`src/rtl/chs_pkg.sv`:
```
package chs_pkg;

    // ------------------------------------------------------------
    // Register map
    // ------------------------------------------------------------
    localparam int          CHS_ADDR_W       = 5;       // Register index width
    localparam int          CHS_DATA_W       = 16;      // Register data width
    localparam logic [4:0]  CHS_ADDR_STATUS  = 5'h0f;   // Channel status word
    localparam logic [4:0]  CHS_ADDR_TALLY   = 5'h10;   // Line error tally
    localparam logic [15:0] CHS_STATUS_RESET = 16'h0000; // Status word after reset
    localparam logic [15:0] CHS_TALLY_RESET  = 16'hfffd; // Tally after reset
    localparam logic [15:0] CHS_UNMAPPED     = 16'h0000; // Answer to any other index

    // ------------------------------------------------------------
    // Status word bit positions
    // ------------------------------------------------------------
    localparam int CHS_BIT_PATTERN  = 15;  // Pattern checker aligned
    localparam int CHS_BIT_LANE     = 14;  // Lane alignment follower ok
    localparam int CHS_BIT_LOS      = 13;  // Line signal lost
    localparam int CHS_BIT_AUTOZERO = 12;  // Auto-zero done
    localparam int CHS_BIT_GAIN     = 11;  // Gain loop locked
    localparam int CHS_BIT_SYNC     = 10;  // Line sync achieved
    localparam int CHS_BIT_RSVD     = 9;   // Reserved, reads zero
    localparam int CHS_BIT_BADCW    = 8;   // Bad code word seen
    localparam int CHS_BIT_TXU      = 7;   // Transmit FIFO underflow
    localparam int CHS_BIT_TXO      = 6;   // Transmit FIFO overflow
    localparam int CHS_BIT_RXU      = 5;   // Receive FIFO underflow
    localparam int CHS_BIT_RXO      = 4;   // Receive FIFO overflow
    localparam int CHS_BIT_RXLINK   = 3;   // Client receive link good
    localparam int CHS_BIT_TXLINK   = 2;   // Client training link good
    localparam int CHS_BIT_CPLL     = 1;   // Client PLL locked
    localparam int CHS_BIT_LPLL     = 0;   // Line PLL locked

    localparam int CHS_NUM_LL = 8;         // Latched-low bits
    localparam int CHS_NUM_LH = 6;         // Latched-high bits

    // ------------------------------------------------------------
    // Carriers
    // ------------------------------------------------------------
    // Live condition levels from the datapath
    typedef struct packed {
        logic line_pattern_aligned;
        logic lane_align_follower_ok;
        logic line_autozero_done;
        logic line_gain_loop_locked;
        logic line_sync_achieved;
        logic client_receive_link_good;
        logic client_training_link_good;
        logic client_pll_locked;
        logic line_pll_locked;
    } chs_live_t;

    // Events that latch high (levels or pulses)
    typedef struct packed {
        logic line_signal_lost;
        logic line_bad_codeword;
        logic tx_fifo_underflow;
        logic tx_fifo_overflow;
        logic rx_fifo_underflow;
        logic rx_fifo_overflow;
    } chs_event_t;

    // One-cycle error pulses feeding the tally
    typedef struct packed {
        logic decode_err;
        logic pattern_err;
        logic prbs_err;
    } chs_err_t;

endpackage

```
`src/rtl/chs_status_bank.sv`:
```
`timescale 1ns/100ps
module chs_status_bank
#(
    parameter int CNT_WIDTH = 16               // Tally width
)
(
    input  wire logic                     clk,
    input  wire logic                     reset,
    // Register read port from the management frame engine
    input  wire logic                     rd_en,
    input  wire logic [chs_pkg::CHS_ADDR_W-1:0] rd_addr,
    output logic [chs_pkg::CHS_DATA_W-1:0] rd_data_ff,
    output logic                          rd_valid_ff,
    // Datapath conditions
    input  wire chs_pkg::chs_live_t       live,
    input  wire chs_pkg::chs_event_t      ev,
    input  wire chs_pkg::chs_err_t        err,
    // Mode controls
    input  wire logic                     decoder_enable,
    input  wire logic                     random_jitter_pattern,
    input  wire logic                     test_pattern_mode,
    input  wire logic                     pseudo_random_check_pin
);
    import chs_pkg::*;

    // ------------------------------------------------------------
    // Elaboration check
    // ------------------------------------------------------------
    // Tally must fit the register and allow an increment
    if (CNT_WIDTH < 2 || CNT_WIDTH > CHS_DATA_W)
    begin : g_bad_width
        $error("CNT_WIDTH must be 2 to 16");
    end

    localparam logic [CNT_WIDTH-1:0] TALLY_MAX = {CNT_WIDTH{1'b1}};      // Saturation
    localparam logic [CNT_WIDTH-1:0] TALLY_ONE = {{(CNT_WIDTH-1){1'b0}}, 1'b1};
    localparam logic [CNT_WIDTH-1:0] TALLY_RST = CHS_TALLY_RESET[CNT_WIDTH-1:0];

    // ------------------------------------------------------------
    // Declarations
    // ------------------------------------------------------------
    logic                  status_read;     // Read of the status word
    logic                  tally_read;      // Read of the tally
    logic [CHS_NUM_LL-1:0] ll_src;          // Live latched-low sources
    logic [CHS_NUM_LH-1:0] lh_src;          // Latched-high event sources
    logic [CHS_NUM_LL-1:0] ll_ff;           // Latched-low storage
    logic [CHS_NUM_LL-1:0] nxt_ll;
    logic [CHS_NUM_LH-1:0] lh_ff;           // Latched-high storage
    logic [CHS_NUM_LH-1:0] nxt_lh;
    logic                  pattern_ff;      // Pattern aligned, plain read-only
    logic                  nxt_pattern;
    logic [CNT_WIDTH-1:0]  tally_ff;        // Line error tally
    logic [CNT_WIDTH-1:0]  nxt_tally;
    logic                  tally_inc;       // Selected error source fired
    logic [15:0]           status_word;     // Assembled status view
    logic [15:0]           tally_word;      // Tally widened to the register
    logic [15:0]           nxt_rd_data;
    logic                  nxt_rd_valid;

    // ------------------------------------------------------------
    // Read decode
    // ------------------------------------------------------------
    // Reads are side-effecting, so decode them once here
    always_comb
    begin
        status_read = rd_en && (rd_addr == CHS_ADDR_STATUS);
        tally_read  = rd_en && (rd_addr == CHS_ADDR_TALLY);
    end

    // ------------------------------------------------------------
    // Source vectors
    // ------------------------------------------------------------
    // Gather conditions so one loop handles each latch kind
    always_comb
    begin
        ll_src[7] = live.lane_align_follower_ok;
        ll_src[6] = live.line_autozero_done;
        ll_src[5] = live.line_gain_loop_locked;
        ll_src[4] = live.line_sync_achieved;
        ll_src[3] = live.client_receive_link_good;
        ll_src[2] = live.client_training_link_good;
        ll_src[1] = live.client_pll_locked;
        ll_src[0] = live.line_pll_locked;
        lh_src[5] = ev.line_signal_lost;
        // Decode faults only mean something with a decoder in the path
        lh_src[4] = ev.line_bad_codeword && (decoder_enable || random_jitter_pattern);
        lh_src[3] = ev.tx_fifo_underflow;
        lh_src[2] = ev.tx_fifo_overflow;
        lh_src[1] = ev.rx_fifo_underflow;
        lh_src[0] = ev.rx_fifo_overflow;
    end

    // ------------------------------------------------------------
    // Latched bit next state
    // ------------------------------------------------------------
    // Latched-low: a drop sticks until read, read reloads the live level
    for (genvar i = 0; i < CHS_NUM_LL; i++)
    begin : g_ll
        always_comb
        begin
            if (status_read)
            begin
                nxt_ll[i] = ll_src[i];
            end
            else
            begin
                nxt_ll[i] = ll_ff[i] & ll_src[i];
            end
        end
    end

    // Latched-high: event wins over a clearing read in the same cycle
    for (genvar j = 0; j < CHS_NUM_LH; j++)
    begin : g_lh
        always_comb
        begin
            nxt_lh[j] = lh_src[j] | (lh_ff[j] & ~status_read);
        end
    end

    // Pattern bit is not latched, it just tracks the checker
    always_comb
    begin
        nxt_pattern = live.line_pattern_aligned;
    end

    // ------------------------------------------------------------
    // Status registers
    // ------------------------------------------------------------
    always_ff @(posedge clk or posedge reset)
    begin
        if (reset)
        begin
            ll_ff      <= '0;
            lh_ff      <= '0;
            pattern_ff <= 1'b0;
        end
        else
        begin
            ll_ff      <= nxt_ll;
            lh_ff      <= nxt_lh;
            pattern_ff <= nxt_pattern;
        end
    end

    // ------------------------------------------------------------
    // Status word assembly
    // ------------------------------------------------------------
    always_comb
    begin
        status_word                   = CHS_STATUS_RESET;
        status_word[CHS_BIT_PATTERN]  = pattern_ff;
        status_word[CHS_BIT_LANE]     = ll_ff[7];
        status_word[CHS_BIT_LOS]      = lh_ff[5];
        status_word[CHS_BIT_AUTOZERO] = ll_ff[6];
        status_word[CHS_BIT_GAIN]     = ll_ff[5];
        status_word[CHS_BIT_SYNC]     = ll_ff[4];
        status_word[CHS_BIT_RSVD]     = 1'b0;         // Reserved
        status_word[CHS_BIT_BADCW]    = lh_ff[4];
        status_word[CHS_BIT_TXU]      = lh_ff[3];
        status_word[CHS_BIT_TXO]      = lh_ff[2];
        status_word[CHS_BIT_RXU]      = lh_ff[1];
        status_word[CHS_BIT_RXO]      = lh_ff[0];
        status_word[CHS_BIT_RXLINK]   = ll_ff[3];
        status_word[CHS_BIT_TXLINK]   = ll_ff[2];
        status_word[CHS_BIT_CPLL]     = ll_ff[1];
        status_word[CHS_BIT_LPLL]     = ll_ff[0];
    end

    // ------------------------------------------------------------
    // Error tally
    // ------------------------------------------------------------
    // PRBS pin beats pattern mode, which beats functional counting
    always_comb
    begin
        if (pseudo_random_check_pin)
        begin
            tally_inc = err.prbs_err;
        end
        else if (test_pattern_mode)
        begin
            tally_inc = err.pattern_err;
        end
        else
        begin
            tally_inc = err.decode_err;
        end
    end

    // Saturate so a long soak never wraps to a small count
    always_comb
    begin
        if (tally_read)
        begin
            // An error in the read cycle is kept, not lost
            nxt_tally = tally_inc ? TALLY_ONE : '0;
        end
        else if (tally_inc && (tally_ff != TALLY_MAX))
        begin
            nxt_tally = tally_ff + TALLY_ONE;
        end
        else
        begin
            nxt_tally = tally_ff;
        end
    end

    always_ff @(posedge clk or posedge reset)
    begin
        if (reset)
        begin
            tally_ff <= TALLY_RST;
        end
        else
        begin
            tally_ff <= nxt_tally;
        end
    end

    // ------------------------------------------------------------
    // Read data path
    // ------------------------------------------------------------
    // Answer the cycle after the read, showing pre-clear contents
    always_comb
    begin
        tally_word                = '0;
        tally_word[CNT_WIDTH-1:0] = tally_ff;
        nxt_rd_valid              = rd_en;
        nxt_rd_data               = rd_data_ff;
        if (status_read)
        begin
            nxt_rd_data = status_word;
        end
        else if (tally_read)
        begin
            nxt_rd_data = tally_word;
        end
        else if (rd_en)
        begin
            nxt_rd_data = CHS_UNMAPPED;               // Unmapped index
        end
    end

    always_ff @(posedge clk or posedge reset)
    begin
        if (reset)
        begin
            rd_data_ff  <= '0;
            rd_valid_ff <= 1'b0;
        end
        else
        begin
            rd_data_ff  <= nxt_rd_data;
            rd_valid_ff <= nxt_rd_valid;
        end
    end
endmodule

```
`config.mk`:
```
export PLATFORM = sky130hd
export DESIGN_NAME = chs_status_bank
export DESIGN_NICKNAME = d
export VERILOG_FILES = /design/src/rtl/chs_pkg.sv /design/src/rtl/chs_status_bank.sv
export SDC_FILE = /design/constraint.sdc
export NUM_CORES = 1
export LEC_CHECK = 0
export BUFFER_PORTS_ARGS = -buffer_cell sky130_fd_sc_hd__buf_4
export CORE_ASPECT_RATIO = 0.75
export CORE_UTILIZATION = 51
export CTS_BUF_LIST = sky130_fd_sc_hd__clkbuf_2 sky130_fd_sc_hd__clkbuf_4 sky130_fd_sc_hd__clkbuf_8
export DETAILED_ROUTE_END_ITERATION = 10
export PLACE_DENSITY = 0.78
export SLEW_MARGIN = 40
export SYNTH_ARGS = -nofsm -noshare
export SYNTH_HDL_FRONTEND = slang
export SYNTH_SLANG_ARGS = --single-unit
```
`constraint.sdc`:
```
create_clock -name clk -period 1.8 [get_ports clk]
set_input_delay 0.45 -clock clk [delete_from_list [all_inputs] [get_ports clk]]
set_output_delay 0.45 -clock clk [all_outputs]
set_load 0.03 [all_outputs]
```
After elaboration in Yosys (flattened, before gate mapping)
Index checks and enable logic that the tools add are counted.
Word-level totals
  flip-flop bits (word level): 48
  input port bits: 30
  logic and storage cells: 54
Operators by class
  multiplexer cells: 16
  equality and inequality tests: 3
  add/subtract/negate cells: 1
  bitwise operators: 21
  reduce and logical (&&, ||, !) cells: 7
Operators with widths (number)
  $mux 16: 5
  $add 16x1->16 const B: 1
  $ne 16x16->1 const B: 1
  $and 1x1->1: 14
  $mux 1: 11
  $or 1x1->1: 6
  $eq 5x4->1 const B: 1
  $eq 5x5->1 const B: 1
  $logic_and 1x1->1: 4
  $reduce_bool 3->1: 1
  $reduce_bool 2->1: 1
  $logic_or 1x1->1: 1
  $not 1->1: 1

Depth between registers and ports, before layout
  word-level depth: 5
  gate-level depth with buffers: 5
  depth with buffers taken out: 5

Worst setup path before layout
OpenSTA, ideal clock, no wires.
  kind: reg2reg
  start: register tally_ff[0]
  end: register tally_ff[5]
  path slack: 55 ps
  period minus slack after synthesis: 1745 ps
  setup time: 81 ps
  stages on the path, launching flop included: 6
  arrival time: 1664 ps
  cell sequence: dfstp_2 -> ha_1 -> nand4_2 -> nor4_4 -> nor3_2 -> a211oi_2
Between the ends
  longest elaborated chain between the ends: 3
Ends and longest elaborated chain
  from (decl): RTL line chs_status_bank.sv:52  | logic [CNT_WIDTH-1:0] tally_ff;
  from (signal assigned): RTL line chs_status_bank.sv:216  | tally_ff <= nxt_tally;
  $add 16x1->16 / $ne 16x16->1 (equally long branches): RTL line chs_status_bank.sv:200, chs_status_bank.sv:198
  $mux 16 / $logic_and 1x1->1 (equally long branches): RTL line chs_status_bank.sv:198  | else if (tally_inc && (tally_ff != TALLY_MAX))
  $mux 16 / $reduce_bool 2->1 (equally long branches)
Several ways; a longest one is shown, not always the timed one. The select of a mux whose other input is x is not followed.
A chain may end at the register's enable or synchronous reset.

Worst setup path in the final report
  start: register tally_ff[3]
  end: register tally_ff[11]
Same word-level chain as after synthesis.

==> impl_results.md <==
- Clock Pin Slew Worst Setup and Hold Paths: 0.08 ns
- Fillers: 309
- Area grow syn2layout: 26.0%
- Fmax: 582 MHz
- Endpoints failing hold: 0
- Core area: 4200 µm²
- Worst Hold Class: primary input to async pin
- Avg WL per Cell: 16.1 µm
- Async set-reset flop share out of synthesis: 1.00
- EDFF count, synth: 0
- Max-slew violations: 0
- Initial core utilization: 0.552
- Post-Layout Cell Count: 317
- Status: finished, final reports clean
- Leak Pwr: 1.37 nW
- Min Tclk post-route: 1.72 ns
- Seq cells post-synth: 48
- Syn Inst Count: 207
- Setup Skew: 0.00757 ns
- Setup Viol. Count Final: 0
- Crit path required time: 2.02 ns
- Worst path cell trace: and3_2, nand3_1, nor4_1, mux2i_1
- Critical Path Max Stage Delay: 0.63 ns
- CTS Root Cell: clkbuf_8
- Share of layout cells above drive strength 1: 0.370
- Reg2reg start: tally_ff[3]
- Total CTS buffers: 5
- Pwr per Cell Area: 884 nW/µm²
- DRT Pass-1 Iters: 4
- Crit Path Class: flip-flop to flip-flop
- VDD IR max: 0.449 mV
- Via/cell ratio: 5.89
- GRT overflow: 0
- Final Core Density: 0.696
- Max-cap violations: 0
- RSZ-0062 raised after global routing: yes
- Clock network fraction of total power: 0.297
- Antenna viol nets, final: 0
- Slew @ Worst Pin: 0.470 ns
- Worst reg-to-reg path cell count: 4
- Post-cts hold buffer count: 0
- Ant. Diodes: 0
- DP HPWL: 3.65 mm
- Vias in the first global route: 1,714
- Crit end category: flip-flop
- P_sw: 0.716 mW
- Die Span Y: 60.4 µm
- Reg area: 1220 µm²
- CTS tree: done
- Setup ws final: 0.0826 ns
- Synth cell types: 48
- Row count: 20
- Layout Nets: 292
- Clock Tree Buf Depth: 2
- Most used DFF post-synth: dfrtp_1
- Initial antenna violation count: 0
- Critical Path Start Type: flip-flop
- Placer congestion estimate: 0.816
- Die area: 4830 µm²
- R2r setup slk: 0.08 ns
- Int Power: 1.87 mW
- Setup Slack @ Placement: 0.0233 ns
- DRC Markers: 0
- Synth Warn #: 0
- Skew-Pair Late Insertion Delay: 0.30 ns
- Seq pwr share: 0.523
- Synth Cell Area: 2320 µm²
- Largest net degree at the start of global routing: 49
- CTS Sinks: 48
- Worst Path Max Fanout: 7
- FF-to-FF End: tally_ff[11]
- Mean Syn Cell Area: 11.2 µm²
- Switching part of the total: 0.277
- Worst slew margin: 0.686
- H-tree levels: 2
- Chip width: 79.9 µm
- Sequential share of the synthesized area: 0.526
- 1st-iter DRT viols: 113
- Period Utilization, post-route: 0.954
- Via count: 1,867
- I/O Buffers: 46
- First-pass GRT wire length: 8.47 mm
- Total track usage: 0.232
- Final wirelength: 5.11 mm
- Inst Count DP: 309
- Worst EP arrival: 1.94 ns
- Num ports: 47
- Logic gate share of total power: 0.181
- CP max stage cell: dfstp_2
- Multi-input logic area: 1040 µm²
- Syn Nets: 238
- Post-CTS setup buffer count: 0
metal layers:
layer,wire [µm],track usage
met5,0,0
met4,14,0.0485
met1,2370,0.340
met3,347,0.0541
met2,2370,0.355
synth_stat cells, types with 3 or more instances:
library cell / count / area [µm²]
and3_1: 17 / 106
nor2_1: 5 / 18.8
mux2i_1: 7 / 70.1
inv_1: 6 / 22.5
dfrtp_1: 33 / 826
buf_2: 4 / 20.0
nand4_1: 6 / 37.5
nand2_1: 16 / 60.1
nor4_1: 6 / 37.5
nand2b_1: 6 / 37.5
a21o_1: 5 / 37.5
o21ai_0: 3 / 15.0
o21a_1: 11 / 82.6
and2_1: 3 / 18.8
nand3_1: 5 / 25.0
nor3_1: 6 / 30.0
a221o_1: 12 / 120
dfstp_2: 15 / 394
a21oi_1: 3 / 15.0
clkbuf_1: 6 / 22.5
area by class of cell:
class,count,area share
clock buffers,5,0.0235
clock inverters,3,0.0145
inverters,6,0.00770
multi-input cells,142,0.355
flip-flops and latches,48,0.417
well taps,55,0.0235
repair buffers,58,0.159
worst max-delay path by stage:
stage,startpoint,to,cells after the start
floorplan,tally_ff[0],tally_ff[5],5
global placement,test_pattern_mode,tally_ff[7],5
detailed placement,test_pattern_mode,tally_ff[7],5
CTS,tally_ff[0],tally_ff[5],6
global route,tally_ff[3],tally_ff[15],4
finish,tally_ff[3],tally_ff[11],4
flip-flops by register name, indices dropped and copies added (netlist names):
| name | flops |
|---|---|
| tally_ff | 16 |
| rd_data_ff | 16 |
| lh_ff | 6 |
| pattern_ff | 1 |
| rd_valid_ff | 1 |
| ll_ff | 8 |
worst max-delay path: cells and delay by family (launching register included):
family / cells / cell delay [ns]
flops: 1 / 0.63
mux: 1 / 0.24
simple gates: 3 / 0.77
per-stage QoR:
step           TNS, ns  cell area, µm²  hold slack [ns]  power (mW)
2_1_floorplan        0            2320            0.441        1.59
3_3_place_gp         0            2800            0.457        1.80
3_5_place_dp         0            2800            0.460        1.81
4_1_cts              0            2910            0.199        2.58
5_1_grt        -0.0296            2920            0.193        2.72
6_report             0            2920            0.187        2.59
cell usage in the layout (no fill, tap or decap), types with 2 or more instances in the layout:
master and n:
o21ai_0 3, nor4_1 6, and4_1 2, dfstp_2 15
inv_1 5, o31a_2 2, nand2_1 16, a21oi_1 3
buf_12 2, and3_1 17, nor2_1 5, nor3_1 6
a31oi_1 2, a221o_1 12, nand4_1 6, a21o_1 5
buf_4 55, nand3_1 5, clkbuf_8 5, mux2i_1 7
o21a_1 11, nand2b_1 6, and2_1 3, dfrtp_1 33
logic make-up (layout without fill, tap and decap cells):
group	Yosys count	after routing	share of synthesized area
buf+inv	17	72	0.0329
fa+ha+maj	1	1	0.00539
compound gates	49	49	0.179
mux	8	8	0.0350
simple gates	84	84	0.222
flops	48	48	0.526
power groups by stage:
| stage | combinational (mW) | clock (mW) | sequential, mW |
|---|---|---|---|
| after floorplan | 0.239 | 0 | 1.35 |
| after global placement | 0.456 | 0 | 1.35 |
| after detailed placement | 0.461 | 0 | 1.35 |
| after CTS | 0.460 | 0.786 | 1.33 |
| after global routing | 0.521 | 0.835 | 1.36 |
| final | 0.467 | 0.767 | 1.35 |
what timing repair did:
item                       CTS  global route
gates resized for setup      0             4
setup endpoints to repair    0             8
hold endpoints to repair     0             0
No activity file was read; power rests on OpenSTA's default activity.
